## src/logic/adc_seq_defines.svh

```systemverilog
`ifndef ADC_SEQ_DEFINES_SVH
`define ADC_SEQ_DEFINES_SVH

// ----------------------------------------------------------------
// Written byte layout
// ----------------------------------------------------------------
`define BYTE_KIND_BIT 7
`define SEL_HI_BIT 6
`define SEL_LO_BIT 4
`define EXT_CLK_BIT 3
`define POLARITY_BIT 2
`define CS_HI_BIT 4
`define CS_LO_BIT 1
`define SINGLE_DIFF_BIT 0
`define REF_PIN_SEL_BIT 1

// ----------------------------------------------------------------
// Reset values
// ----------------------------------------------------------------
`define SEL_RESET 3'h0
`define EXT_CLK_RESET 1'b0
`define POLARITY_RESET 1'b0
`define CS_RESET 4'h0
`define SINGLE_DIFF_RESET 1'b1

// ----------------------------------------------------------------
// Timing and counts
// ----------------------------------------------------------------
`define CORE_CLK_PERIOD_NS 100
`define INT_CONV_CLK_PERIOD_NS 800
`define INT_DIV_CYCLES ((`INT_CONV_CLK_PERIOD_NS + `CORE_CLK_PERIOD_NS - 1) / `CORE_CLK_PERIOD_NS)
`define CONV_BITS 12
`define BYTE_BITS 8
`define ADDR_BITS 7
`define EXT_HOLD_PULSE 2
`define RESULT_PAD 4'hF

`endif

```

## src/logic/adc_seq_pkg.sv

```systemverilog
package adc_seq_pkg;

	// ----------------------------------------------------------------
	// Serial slave states, one-hot
	// ----------------------------------------------------------------
	typedef enum logic [6:0]
	{
		st_idle = 7'h01,
		st_addr = 7'h02,
		st_addr_ack = 7'h04,
		st_conv = 7'h08,
		st_tx = 7'h10,
		st_tx_ack = 7'h20,
		st_rx = 7'h40
	} seq_state_e;

	// ----------------------------------------------------------------
	// Successive-approximation core state
	// ----------------------------------------------------------------
	typedef struct packed
	{
		logic busy;
		logic done;
		logic [3:0] bit_idx;
		logic [11:0] trial;
		logic [11:0] result;
	} sar_state_s;

	// ----------------------------------------------------------------
	// Sequencer state
	// ----------------------------------------------------------------
	typedef struct packed
	{
		logic scl_s1;
		logic scl_s2;
		logic scl_d;
		logic sda_s1;
		logic sda_s2;
		logic sda_d;
		logic cmp_s1;
		logic cmp_s2;
		logic neg_s1;
		logic neg_s2;
		seq_state_e state;
		logic [3:0] bit_cnt;
		logic [7:0] shift;
		logic [7:0] tx;
		logic is_read;
		logic addr_hit;
		logic low_byte;
		logic acked;
		logic [3:0] div_cnt;
		logic [2:0] ref_sel;
		logic ext_clk;
		logic polarity;
		logic [3:0] chan_sel;
		logic single_diff;
		logic track;
		logic scl_oe_n;
		logic sda_oe_n;
		logic sar_start;
		logic [3:0] mux_pos;
		logic [3:0] mux_neg;
		logic mux_neg_is_gnd;
		logic bipolar;
		logic ref_pin_is_reference;
		logic [11:0] result;
		logic result_valid;
	} seq_state_s;

endpackage : adc_seq_pkg

```

## src/logic/conv_if.sv

```systemverilog
`timescale 1ns/10ps

// ----------------------------------------------------------------
// Sequencer to conversion core link
// ----------------------------------------------------------------
interface conv_if;
	logic start;
	logic step;
	logic bipolar;
	logic cmp_hi;
	logic cmp_neg;
	logic busy;
	logic done;
	logic [11:0] result;
	logic [11:0] dac_code;

	modport ctrl
	(
		output start,
		output step,
		output bipolar,
		output cmp_hi,
		output cmp_neg,
		input busy,
		input done,
		input result,
		input dac_code
	);

	modport core
	(
		input start,
		input step,
		input bipolar,
		input cmp_hi,
		input cmp_neg,
		output busy,
		output done,
		output result,
		output dac_code
	);
endinterface : conv_if

```

## src/logic/sar_core.sv

```systemverilog
`timescale 1ns/10ps
`include "adc_seq_defines.svh"

module sar_core
(
	input wire logic core_clk,
	input wire logic rst_n,
	conv_if.core cv
);

	// ----------------------------------------------------------------
	// Output coding
	// ----------------------------------------------------------------
	// Clamp wins over coding: a negative unipolar input must not wrap
	function automatic logic [11:0] code_result
	(
		input logic [11:0] raw,
		input logic bip,
		input logic neg
	);
		logic [11:0] res;
		res = raw;
		if (!bip && neg)
		begin
			res = 12'h000;
		end
		else if (bip)
		begin
			res = {~raw[11], raw[10:0]};
		end
		return res;
	endfunction : code_result

	adc_seq_pkg::sar_state_s st_r;
	adc_seq_pkg::sar_state_s st_nxt;

	// ----------------------------------------------------------------
	// One bit per conversion clock, MSB first
	// ----------------------------------------------------------------
	always_comb
	begin
		st_nxt = st_r;
		st_nxt.done = 1'b0;
		if (cv.start)
		begin
			st_nxt.busy = 1'b1;
			st_nxt.bit_idx = 4'(`CONV_BITS - 1);
			st_nxt.trial = 12'h800;
		end
		else if (st_r.busy && cv.step)
		begin
			if (!cv.cmp_hi)
			begin
				st_nxt.trial[st_r.bit_idx] = 1'b0;
			end
			if (st_r.bit_idx == 4'h0)
			begin
				st_nxt.busy = 1'b0;
				st_nxt.done = 1'b1;
				st_nxt.result = code_result(st_nxt.trial, cv.bipolar, cv.cmp_neg);
			end
			else
			begin
				st_nxt.trial[st_r.bit_idx - 4'h1] = 1'b1;
				st_nxt.bit_idx = st_r.bit_idx - 4'h1;
			end
		end
	end

	// Register the whole core state
	always_ff @(posedge core_clk or negedge rst_n)
	begin
		if (!rst_n)
		begin
			st_r <= '0;
		end
		else
		begin
			st_r <= st_nxt;
		end
	end

	// DAC trial code comes straight from the trial register
	assign cv.busy = st_r.busy;
	assign cv.done = st_r.done;
	assign cv.result = st_r.result;
	assign cv.dac_code = st_r.trial;

endmodule : sar_core

```

## src/logic/adc_track_hold_sequencer.sv

```systemverilog
`timescale 1ns/10ps
`include "adc_seq_defines.svh"


module adc_track_hold_sequencer
#(
	// Arbitrary neutral slave address
	parameter logic [6:0] dev_addr = 7'h2A
)
(
	input wire logic core_clk,
	input wire logic rstn,
	input wire logic scl_in,
	input wire logic sda_in,
	input wire logic cmp_in,
	input wire logic cmp_neg_in,
	output logic scl_out,
	output logic scl_oe_n,
	output logic sda_out,
	output logic sda_oe_n,
	output logic track_hold,
	output logic [3:0] mux_pos,
	output logic [3:0] mux_neg,
	output logic mux_neg_is_gnd,
	output logic bipolar_active,
	output logic [2:0] ref_sel,
	output logic ref_pin_is_reference,
	output logic ext_clock_mode,
	output logic [11:0] dac_code,
	output logic [11:0] result,
	output logic result_valid
);

	// ----------------------------------------------------------------
	// Reset release
	// ----------------------------------------------------------------
	logic rst_s1_r;
	logic rst_n_r;

	// Async assert, release after two edges
	always_ff @(posedge core_clk or negedge rstn)
	begin
		if (!rstn)
		begin
			rst_s1_r <= 1'b0;
			rst_n_r <= 1'b0;
		end
		else
		begin
			rst_s1_r <= 1'b1;
			rst_n_r <= rst_s1_r;
		end
	end

	// ----------------------------------------------------------------
	// Helpers
	// ----------------------------------------------------------------
	// Upper result byte carries four fill ones above the top bits
	function automatic logic [7:0] high_byte(input logic [11:0] res);
		return {`RESULT_PAD, res[11:8]};
	endfunction : high_byte

	adc_seq_pkg::seq_state_s st_r;
	adc_seq_pkg::seq_state_s st_nxt;
	conv_if cv();

	logic scl_rise;
	logic scl_fall;
	logic start_cond;
	logic stop_cond;
	logic div_tick;

	// ----------------------------------------------------------------
	// Bus events from synchronised lines
	// ----------------------------------------------------------------
	// Only the second sync stage and its delayed copy feed the detectors
	assign scl_rise = st_r.scl_s2 & ~st_r.scl_d;
	assign scl_fall = ~st_r.scl_s2 & st_r.scl_d;
	assign start_cond = st_r.scl_s2 & st_r.scl_d & st_r.sda_d & ~st_r.sda_s2;
	assign stop_cond = st_r.scl_s2 & st_r.scl_d & ~st_r.sda_d & st_r.sda_s2;
	assign div_tick = (st_r.state == adc_seq_pkg::st_conv) && (st_r.div_cnt == 4'(`INT_DIV_CYCLES - 1));

	// Conversion clock source depends on mode
	assign cv.start = st_r.sar_start;
	assign cv.step = st_r.ext_clk ? scl_rise : div_tick;
	assign cv.bipolar = st_r.bipolar;
	assign cv.cmp_hi = st_r.cmp_s2;
	assign cv.cmp_neg = st_r.neg_s2;

	// ----------------------------------------------------------------
	// Next-state logic
	// ----------------------------------------------------------------
	always_comb
	begin
		st_nxt = st_r;
		st_nxt.scl_s1 = scl_in;
		st_nxt.scl_s2 = st_r.scl_s1;
		st_nxt.scl_d = st_r.scl_s2;
		st_nxt.sda_s1 = sda_in;
		st_nxt.sda_s2 = st_r.sda_s1;
		st_nxt.sda_d = st_r.sda_s2;
		st_nxt.cmp_s1 = cmp_in;
		st_nxt.cmp_s2 = st_r.cmp_s1;
		st_nxt.neg_s1 = cmp_neg_in;
		st_nxt.neg_s2 = st_r.neg_s1;
		st_nxt.sar_start = 1'b0;
		st_nxt.result_valid = 1'b0;

		// Latest finished conversion
		if (cv.done)
		begin
			st_nxt.result = cv.result;
			st_nxt.result_valid = 1'b1;
		end

		// Input multiplexer and coding mode from stored bytes
		if (st_r.single_diff)
		begin
			st_nxt.mux_pos = st_r.chan_sel;
			st_nxt.mux_neg = 4'h0;
			st_nxt.mux_neg_is_gnd = 1'b1;
			st_nxt.bipolar = 1'b0;
		end
		else
		begin
			st_nxt.mux_pos = st_r.chan_sel;
			st_nxt.mux_neg = {st_r.chan_sel[3:1], ~st_r.chan_sel[0]};
			st_nxt.mux_neg_is_gnd = 1'b0;
			st_nxt.bipolar = st_r.polarity;
		end
		st_nxt.ref_pin_is_reference = st_r.ref_sel[`REF_PIN_SEL_BIT];

		case (st_r.state)
			adc_seq_pkg::st_idle:
			begin
				st_nxt.bit_cnt = 4'h0;
			end
			adc_seq_pkg::st_addr:
			begin
				if (scl_rise)
				begin
					st_nxt.shift = {st_r.shift[6:0], st_r.sda_s2};
					st_nxt.bit_cnt = st_r.bit_cnt + 4'h1;
					if (st_r.bit_cnt == 4'(`ADDR_BITS))
					begin
						st_nxt.addr_hit = (st_r.shift[6:0] == dev_addr);
						st_nxt.is_read = st_r.sda_s2;
						if ((st_r.shift[6:0] == dev_addr) && st_r.sda_s2)
						begin
							st_nxt.track = 1'b1;
						end
					end
				end
				else if (scl_fall && (st_r.bit_cnt == 4'(`BYTE_BITS)))
				begin
					if (st_r.addr_hit)
					begin
						st_nxt.sda_oe_n = 1'b0;
						st_nxt.state = adc_seq_pkg::st_addr_ack;
					end
					else
					begin
						st_nxt.state = adc_seq_pkg::st_idle;
					end
				end
			end
			adc_seq_pkg::st_addr_ack:
			begin
				if (scl_fall)
				begin
					st_nxt.sda_oe_n = 1'b1;
					st_nxt.bit_cnt = 4'h0;
					st_nxt.low_byte = 1'b0;
					if (!st_r.is_read)
					begin
						st_nxt.state = adc_seq_pkg::st_rx;
					end
					else if (!st_r.ext_clk)
					begin
						// Stretch the clock so the master waits for the result
						st_nxt.track = 1'b0;
						st_nxt.sar_start = 1'b1;
						st_nxt.scl_oe_n = 1'b0;
						st_nxt.div_cnt = 4'h0;
						st_nxt.state = adc_seq_pkg::st_conv;
					end
					else
					begin
						st_nxt.tx = high_byte(st_r.result);
						st_nxt.sda_oe_n = st_nxt.tx[7];
						st_nxt.state = adc_seq_pkg::st_tx;
					end
				end
			end
			adc_seq_pkg::st_conv:
			begin
				st_nxt.div_cnt = div_tick ? 4'h0 : st_r.div_cnt + 4'h1;
				if (cv.done)
				begin
					// First data bit set up in the same cycle as the clock is let go
					st_nxt.tx = high_byte(cv.result);
					st_nxt.sda_oe_n = st_nxt.tx[7];
					st_nxt.scl_oe_n = 1'b1;
					st_nxt.state = adc_seq_pkg::st_tx;
				end
			end
			adc_seq_pkg::st_tx:
			begin
				if (scl_rise)
				begin
					st_nxt.bit_cnt = st_r.bit_cnt + 4'h1;
					// Hold only once, on the first byte after the address
					if (st_r.ext_clk && st_r.track && !st_r.low_byte &&
						(st_r.bit_cnt == 4'(`EXT_HOLD_PULSE - 1)))
					begin
						st_nxt.track = 1'b0;
						st_nxt.sar_start = 1'b1;
					end
				end
				else if (scl_fall)
				begin
					if (st_r.bit_cnt == 4'(`BYTE_BITS))
					begin
						st_nxt.sda_oe_n = 1'b1;
						st_nxt.state = adc_seq_pkg::st_tx_ack;
					end
					else
					begin
						st_nxt.tx = {st_r.tx[6:0], 1'b0};
						st_nxt.sda_oe_n = st_r.tx[6];
					end
				end
			end
			adc_seq_pkg::st_tx_ack:
			begin
				if (scl_rise)
				begin
					st_nxt.acked = ~st_r.sda_s2;
				end
				else if (scl_fall)
				begin
					if (st_r.acked)
					begin
						// Bytes alternate high, low, high of the latest result
						st_nxt.low_byte = ~st_r.low_byte;
						st_nxt.tx = st_r.low_byte ? high_byte(st_r.result) : st_r.result[7:0];
						st_nxt.sda_oe_n = st_nxt.tx[7];
						st_nxt.bit_cnt = 4'h0;
						st_nxt.state = adc_seq_pkg::st_tx;
					end
					else
					begin
						st_nxt.state = adc_seq_pkg::st_idle;
					end
				end
			end
			adc_seq_pkg::st_rx:
			begin
				if (scl_rise && (st_r.bit_cnt != 4'(`BYTE_BITS)))
				begin
					st_nxt.shift = {st_r.shift[6:0], st_r.sda_s2};
					st_nxt.bit_cnt = st_r.bit_cnt + 4'h1;
				end
				else if (scl_fall && (st_r.bit_cnt == 4'(`BYTE_BITS)) && st_r.sda_oe_n)
				begin
					if (st_r.shift[`BYTE_KIND_BIT])
					begin
						st_nxt.ref_sel = st_r.shift[`SEL_HI_BIT:`SEL_LO_BIT];
						st_nxt.ext_clk = st_r.shift[`EXT_CLK_BIT];
						st_nxt.polarity = st_r.shift[`POLARITY_BIT];
					end
					else
					begin
						st_nxt.chan_sel = st_r.shift[`CS_HI_BIT:`CS_LO_BIT];
						st_nxt.single_diff = st_r.shift[`SINGLE_DIFF_BIT];
					end
					st_nxt.sda_oe_n = 1'b0;
				end
				else if (scl_fall && !st_r.sda_oe_n)
				begin
					// Acknowledge pulse over, next byte
					st_nxt.sda_oe_n = 1'b1;
					st_nxt.bit_cnt = 4'h0;
				end
			end
			default:
			begin
				st_nxt.state = adc_seq_pkg::st_idle;
			end
		endcase

		// Bus conditions abort anything but a running stretched conversion
		if (st_r.state != adc_seq_pkg::st_conv)
		begin
			if (start_cond)
			begin
				st_nxt.state = adc_seq_pkg::st_addr;
				st_nxt.bit_cnt = 4'h0;
				st_nxt.sda_oe_n = 1'b1;
				st_nxt.track = 1'b0;
			end
			else if (stop_cond)
			begin
				st_nxt.state = adc_seq_pkg::st_idle;
				st_nxt.sda_oe_n = 1'b1;
				st_nxt.track = 1'b0;
			end
		end
	end

	// ----------------------------------------------------------------
	// State register
	// ----------------------------------------------------------------
	// Lines reset high so release does not look like a start
	always_ff @(posedge core_clk or negedge rst_n_r)
	begin
		if (!rst_n_r)
		begin
			st_r <= '0;
			st_r.scl_s1 <= 1'b1;
			st_r.scl_s2 <= 1'b1;
			st_r.scl_d <= 1'b1;
			st_r.sda_s1 <= 1'b1;
			st_r.sda_s2 <= 1'b1;
			st_r.sda_d <= 1'b1;
			st_r.state <= adc_seq_pkg::st_idle;
			st_r.ref_sel <= `SEL_RESET;
			st_r.ext_clk <= `EXT_CLK_RESET;
			st_r.polarity <= `POLARITY_RESET;
			st_r.chan_sel <= `CS_RESET;
			st_r.single_diff <= `SINGLE_DIFF_RESET;
			st_r.mux_neg_is_gnd <= 1'b1;
			st_r.scl_oe_n <= 1'b1;
			st_r.sda_oe_n <= 1'b1;
		end
		else
		begin
			st_r <= st_nxt;
		end
	end

	// ----------------------------------------------------------------
	// Conversion core
	// ----------------------------------------------------------------
	sar_core u_sar
	(
		.core_clk(core_clk),
		.rst_n(rst_n_r),
		.cv(cv.core)
	);

	// ----------------------------------------------------------------
	// Outputs
	// ----------------------------------------------------------------
	// Open-drain: only the enables move, drive level is always low
	assign scl_out = 1'b0;
	assign sda_out = 1'b0;
	assign scl_oe_n = st_r.scl_oe_n;
	assign sda_oe_n = st_r.sda_oe_n;
	assign track_hold = st_r.track;
	assign mux_pos = st_r.mux_pos;
	assign mux_neg = st_r.mux_neg;
	assign mux_neg_is_gnd = st_r.mux_neg_is_gnd;
	assign bipolar_active = st_r.bipolar;
	assign ref_sel = st_r.ref_sel;
	assign ref_pin_is_reference = st_r.ref_pin_is_reference;
	assign ext_clock_mode = st_r.ext_clk;
	assign dac_code = cv.dac_code;
	assign result = st_r.result;
	assign result_valid = st_r.result_valid;

endmodule : adc_track_hold_sequencer

```

## config.mk

```make
export PLATFORM = sky130hd
export DESIGN_NAME = adc_track_hold_sequencer
export DESIGN_NICKNAME = d
export VERILOG_FILES = /design/src/logic/adc_seq_pkg.sv /design/src/logic/conv_if.sv /design/src/logic/sar_core.sv /design/src/logic/adc_track_hold_sequencer.sv
export VERILOG_INCLUDE_DIRS = /design/src /design/src/logic
export SDC_FILE = /design/constraint.sdc
export NUM_CORES = 1
export LEC_CHECK = 0
export BUFFER_PORTS_ARGS = -buffer_cell sky130_fd_sc_hd__buf_2
export CORE_UTILIZATION = 45
export CTS_BUF_LIST = sky130_fd_sc_hd__clkbuf_2 sky130_fd_sc_hd__clkbuf_4 sky130_fd_sc_hd__clkbuf_8
export CTS_CLUSTER_DIAMETER = 120
export DETAILED_ROUTE_END_ITERATION = 10
export PLACE_DENSITY = 0.68
export SYNTH_ARGS = -nofsm -noshare
export SYNTH_HDL_FRONTEND = slang
export SYNTH_HIERARCHICAL = 1
export SYNTH_SLANG_ARGS = --single-unit
```

## constraint.sdc

```tcl
create_clock -name core_clk -period 4.7 [get_ports core_clk]
set_input_delay 0.235 -clock core_clk [delete_from_list [all_inputs] [get_ports core_clk]]
set_output_delay 0.235 -clock core_clk [all_outputs]
set_load 0.01 [all_outputs]
```

* After elaboration in Yosys (flattened, before gate mapping)
Cells that the tools add are included.
Operators by class: $lt $le $gt $ge 4, eq/ne operators 28, reductions and logical operators 36, add/subtract/negate cells 3, bitwise operators 20, mux-type cells 102
Operators by type and width (count):
- $mux 7 | 19
- $mux 12 | 7
- $mux 4 | 12
- $mux 11 | 4
- $pmux 7 s6 | 1
- $mux 1 | 36
- $mux 16 | 2
- $mux 30 | 1
- $pmux 7 s4 | 1
- $ne 2x2->1 const B | 13
- $pmux 4 s6 | 1
- $mux 8 | 2
- $pmux 8 s2 | 1
- $eq 7x6->1 const B | 2
- $logic_and 1x1->1 | 13
- $and 12x12->12 | 1
- $not 12->12 | 1
- $or 12x12->12 | 1
- $reduce_and 4->1 | 3
- $reduce_and 11->1 | 1
- $lt 4x5->1 const B | 2
- $mux 5 | 2
- $not 1->1 | 10
- $reduce_and 5->1 | 2
- other kinds (31) | 55
Word-level totals: input port bits 6, logic and storage cells 235, output and inout bits 45, flip-flop bits (word level) 114

* Depth between registers and ports, before layout
depth in word-level cells 15, gate-level depth with buffers 10, depth with buffers taken out 7

* Cells and area by module
Netlist, hierarchy kept.
Modules (own cells, without submodules):
- adc_track_hold_sequencer | seq. area each 2115.8 sq um, area each 4151.5 sq um, times used 1, cells each 388
- sar_core | seq. area each 750.7 sq um, area each 1634.1 sq um, times used 1, cells each 173

* Worst setup path before layout
No wires, ideal clock.
path type reg2reg, from reg st_r[68] (netlist bit), to reg u_sar.st_r (netlist bit u_sar/cv.result[7]), clock period less this slack 2.737 ns, data arrival time 2.615 ns, library setup time 0.122 ns, path slack 1.963 ns, path buffers 3, stages on the path, launching flop included 11, required time 4.578 ns, path through dfrtp_1 -> clkbuf_1 -> nor4_1 -> nand3_1 -> o41ai_1 -> and2_0 -> clkbuf_1 -> nand3b_4 -> buf_6 -> nand2_1 -> o21ai_1
Between the ends: word-level cells in the longest chain between the ends 5
Ends and longest elaborated chain:
- from (decl) | line adc_track_hold_sequencer.sv:63 | adc_seq_pkg::seq_state_s st_r;
- from (signal assigned) | line adc_track_hold_sequencer.sv:338 | st_r <= st_nxt;
- $eq 7x4->1 | line adc_track_hold_sequencer.sv:81 | assign div_tick = (st_r.state == adc_seq_pkg::st_conv) && (st_r.div_cnt == 4'(`INT_DIV_CYCLES - 1));
- $logic_and 1x1->1 | line adc_track_hold_sequencer.sv:81
- $mux 1 | line adc_track_hold_sequencer.sv:85 | assign cv.step = st_r.ext_clk ? scl_rise : div_tick;
- via cv.step | line conv_if.sv:8 | logic step;
- $logic_and 1x1->1 | line sar_core.sv:50 | else if (st_r.busy && cv.step)
- $reduce_and 3->1 (no line)
- to (signal assigned) | line sar_core.sv:79 | st_r <= st_nxt;
- to (decl) | line sar_core.sv:34 | adc_seq_pkg::sar_state_s st_r;
The timed path passes the listed nets, and every way through them passes these cells. A chain may end at the register's enable or synchronous reset.

* Final worst setup path
from reg st_r[67] (netlist bit), to reg u_sar.st_r (netlist bit u_sar/cv.result[11])
The elaborated chain is that of the path after synthesis.

==> reports/qor.yml <==
crit_family: "simple AND/OR/NAND/NOR gates"
cts_tree: "yes"
ys_ff_latch: 114
fp.dieH_um: 115
dieWidth_um: 115
port_buffers: 48
viasPerCell: 5.61
synthCells: 561
wl_um: 12500
synth-adder-area-share: 0.00865
place_congestion: 0.879
cp_max_fo: 24
crit_slowest_cell: "o41ai_1"
rsz0062_at_grt: "false"
core_area_um2: 12600
finalCritPeriodShare: 0.722
dp.cells: 707
cp-end-kind: "register"
grt_pass1_vias: 4053
synth_top_area_share: 0.446
place_hpwl_um: 8690
comb_power_share: 0.020
antenna_cells: 0
clk_pin_slew_worst_paths_ns: 0.07
htreeDepth: 4
finalSetupViolations: 0
crit_arrival_ns: 3.72
required_ns: 5.03
grt_antenna_before_repair: 0
max_freq_ghz: 0.295
nNetsFinal: 569
clock_power_share: 0.463
synthTopCellsByArea: "dfrtp_1, buf_4, mux2_2, dfstp_2, nand2_1"
p_seq_frac: 0.518
p_int_uw: 1520
status: "complete, no violations"
instances_no_fill: 744
dr.pass1.iters: 5
setup_tns_ns: 0
maxSlewHeadroom: 0.277
yosysWarnings: 6
clkSinkCount: 114
cts-root-buf: "clkbuf_8"
p_sw_uw: 427
syn_to_final_growth_pct: 7.07
grt_max_degree: 75
syn-mean-instance-area_um2: 10.3
synthArstFlopShare: 1.00
synth_compound_area_frac: 0.155
synth_edf_count: 0
worstPathCellList: "nor4_1, nand3_1, o41ai_1, and2_0, nand3b_4, nor2b_1, a31oi_1"
synth_cell_types: 72
fin_hold_ws_ns: 0.135
die_area_um2: 13300
synth_seq_area_share: 0.495
leakage_uw: 0.00279
io_pins: 51
numCtsBuffers: 17
synthSimpleGateAreaFrac: 0.177
synth_top_family_by_area: "simple AND/OR/NAND/NOR gates"
netlist_area_um2: 5790
pwr_density_cell_nw_per_um2: 315
drive_gt1_frac: 0.269
slowest_delay_ns: 0.75
peakVddDrop_mv: 0.204
startpoint_type: "register"
drv_cap: 0
cts_setup_buffers: 0
track_usage: 0.201
grt_overflow: 0
vias: 4171
clock_latency_ns: 0.42
slew_viol_final: 0
crit_buf_inv: 0
ctsResizeCount: 0
critPathKind: "reg -> reg"
yosys.area.top_type: "dfrtp_1"
grt_pass1_wl_um: 20400
drc: 0
worstMarginPinSlew_ns: 1.07
hold_viol_final: 0
swShare: 0.219
ant_nets: 0
skew_ns: 0.0128
synth_mux_area_frac: 0.0638
synth_xor_area_frac: 0.00454
wl_per_cell_um: 16.8
post-route-min-period_ns: 3.40
yosys_most_used_dff: "dfrtp_1"
hold_path.class: "in -> async"
start_util: 0.460
cts_hold_buf: 5
cts.path.max_buffers: 2
core.rowCount: 41
power_uw: 1950
drt-initial-drc-count: 330
## sequential cells by signal, summed over array words and instances (netlist names), 3 cells and up
name	flops
mux_neg	4
mux_pos	4
ref_sel	3
result	12
st_nxt	6
st_r	42
u_sar/cv.dac_code	12
u_sar/cv.result	12
u_sar/st_r	4
## layout make-up
type | instances | area [µm²]
clock buffers | 22 | 290
clock inverters | 10 | 108
fillers | 1147 | 6370
inverters | 6 | 22.5
multi-input cells | 364 | 2380
flip-flops and latches | 114 | 2870
well taps | 172 | 215
repair buffers | 56 | 313
## final timing paths
| kind | endpoint | depth (start not counted) | start | slack, ns |
|---|---|---|---|---|
| worst max register to register | u_sar/cv.result[11] | 7 | st_r[67] | 1.30 |
| worst min register to register | cv.cmp_neg | 0 | st_nxt[73] | 0.36 |
| max in group asynchronous | result_valid | 1 | rst_n_r | 3.21 |
| worst min-delay path | rst_n_r | 2 | rstn | 0.13 |
| min in group core_clk | cv.cmp_neg | 0 | st_nxt[73] | 0.36 |
| worst max-delay path | u_sar/cv.result[11] | 7 | st_r[67] | 1.30 |
## placed cells by master, fill, tap and decap left out, types with 14 or more instances in the layout
master and n:
a21oi_1 22, buf_2 48, clkbuf_8 20, dfrtp_1 102
mux2_2 31, nand2_1 67, nand3_1 14, nor2_1 28
nor3_1 23, o21ai_0 30
## synthesized netlist by cell type (5+ instances only)
cell      number
inv_1          6
a21oi_1       22
dfrtp_1      103
buf_4         50
clkbuf_1      16
nor2_1        28
a31oi_1        6
nand2_1       67
o41ai_1        5
o21ai_0       30
nor3_1        23
nand2b_1       8
o31ai_1        9
mux2_2        31
buf_6          5
o22ai_1        7
and2_1         5
nor2b_1       11
o21ai_2       11
dfstp_2       11
nand3_1       14
## per-layer routing
metal	wire length [µm]	part of all wire	track usage
met1	5560	0.44	0.274
met5	0	0	0
met3	825	0.066	0.0548
met2	5940	0.48	0.313
met4	172	0.014	0.0623
## cells by family after synthesis
kind of cell             count (synthesis)
adder cells (fa/ha/maj)                  4
AO/OA/AOI/OAI                          128
XOR/XNOR                                 3
buffers and inverters                   84
other                                    2
AND/OR/NAND/NOR                        193
flip-flops                             114
multiplexers                            33
## through the flow
stage	util	cell area (µm²)	setup slack, ns
6_report	0.493	6190	1.30
5_1_grt	0.493	6190	0.918
4_1_cts	0.493	6190	1.36
3_5_place_dp	0.457	5750	1.39
3_3_place_gp	0.457	5750	1.44
2_1_floorplan	-	5790	1.31
## power groups by stage
stage | Sequential, µW | Combinational [µW] | Clock, µW
after CTS | 1010 | 37.9 | 925
after global routing | 1010 | 42.6 | 971
final | 1010 | 38.1 | 903
after floorplan | 1020 | 24.4 | 0
after global placement | 1030 | 34.3 | 0
after detailed placement | 1030 | 34.7 | 0
Power figures use the tool's default switching activity.
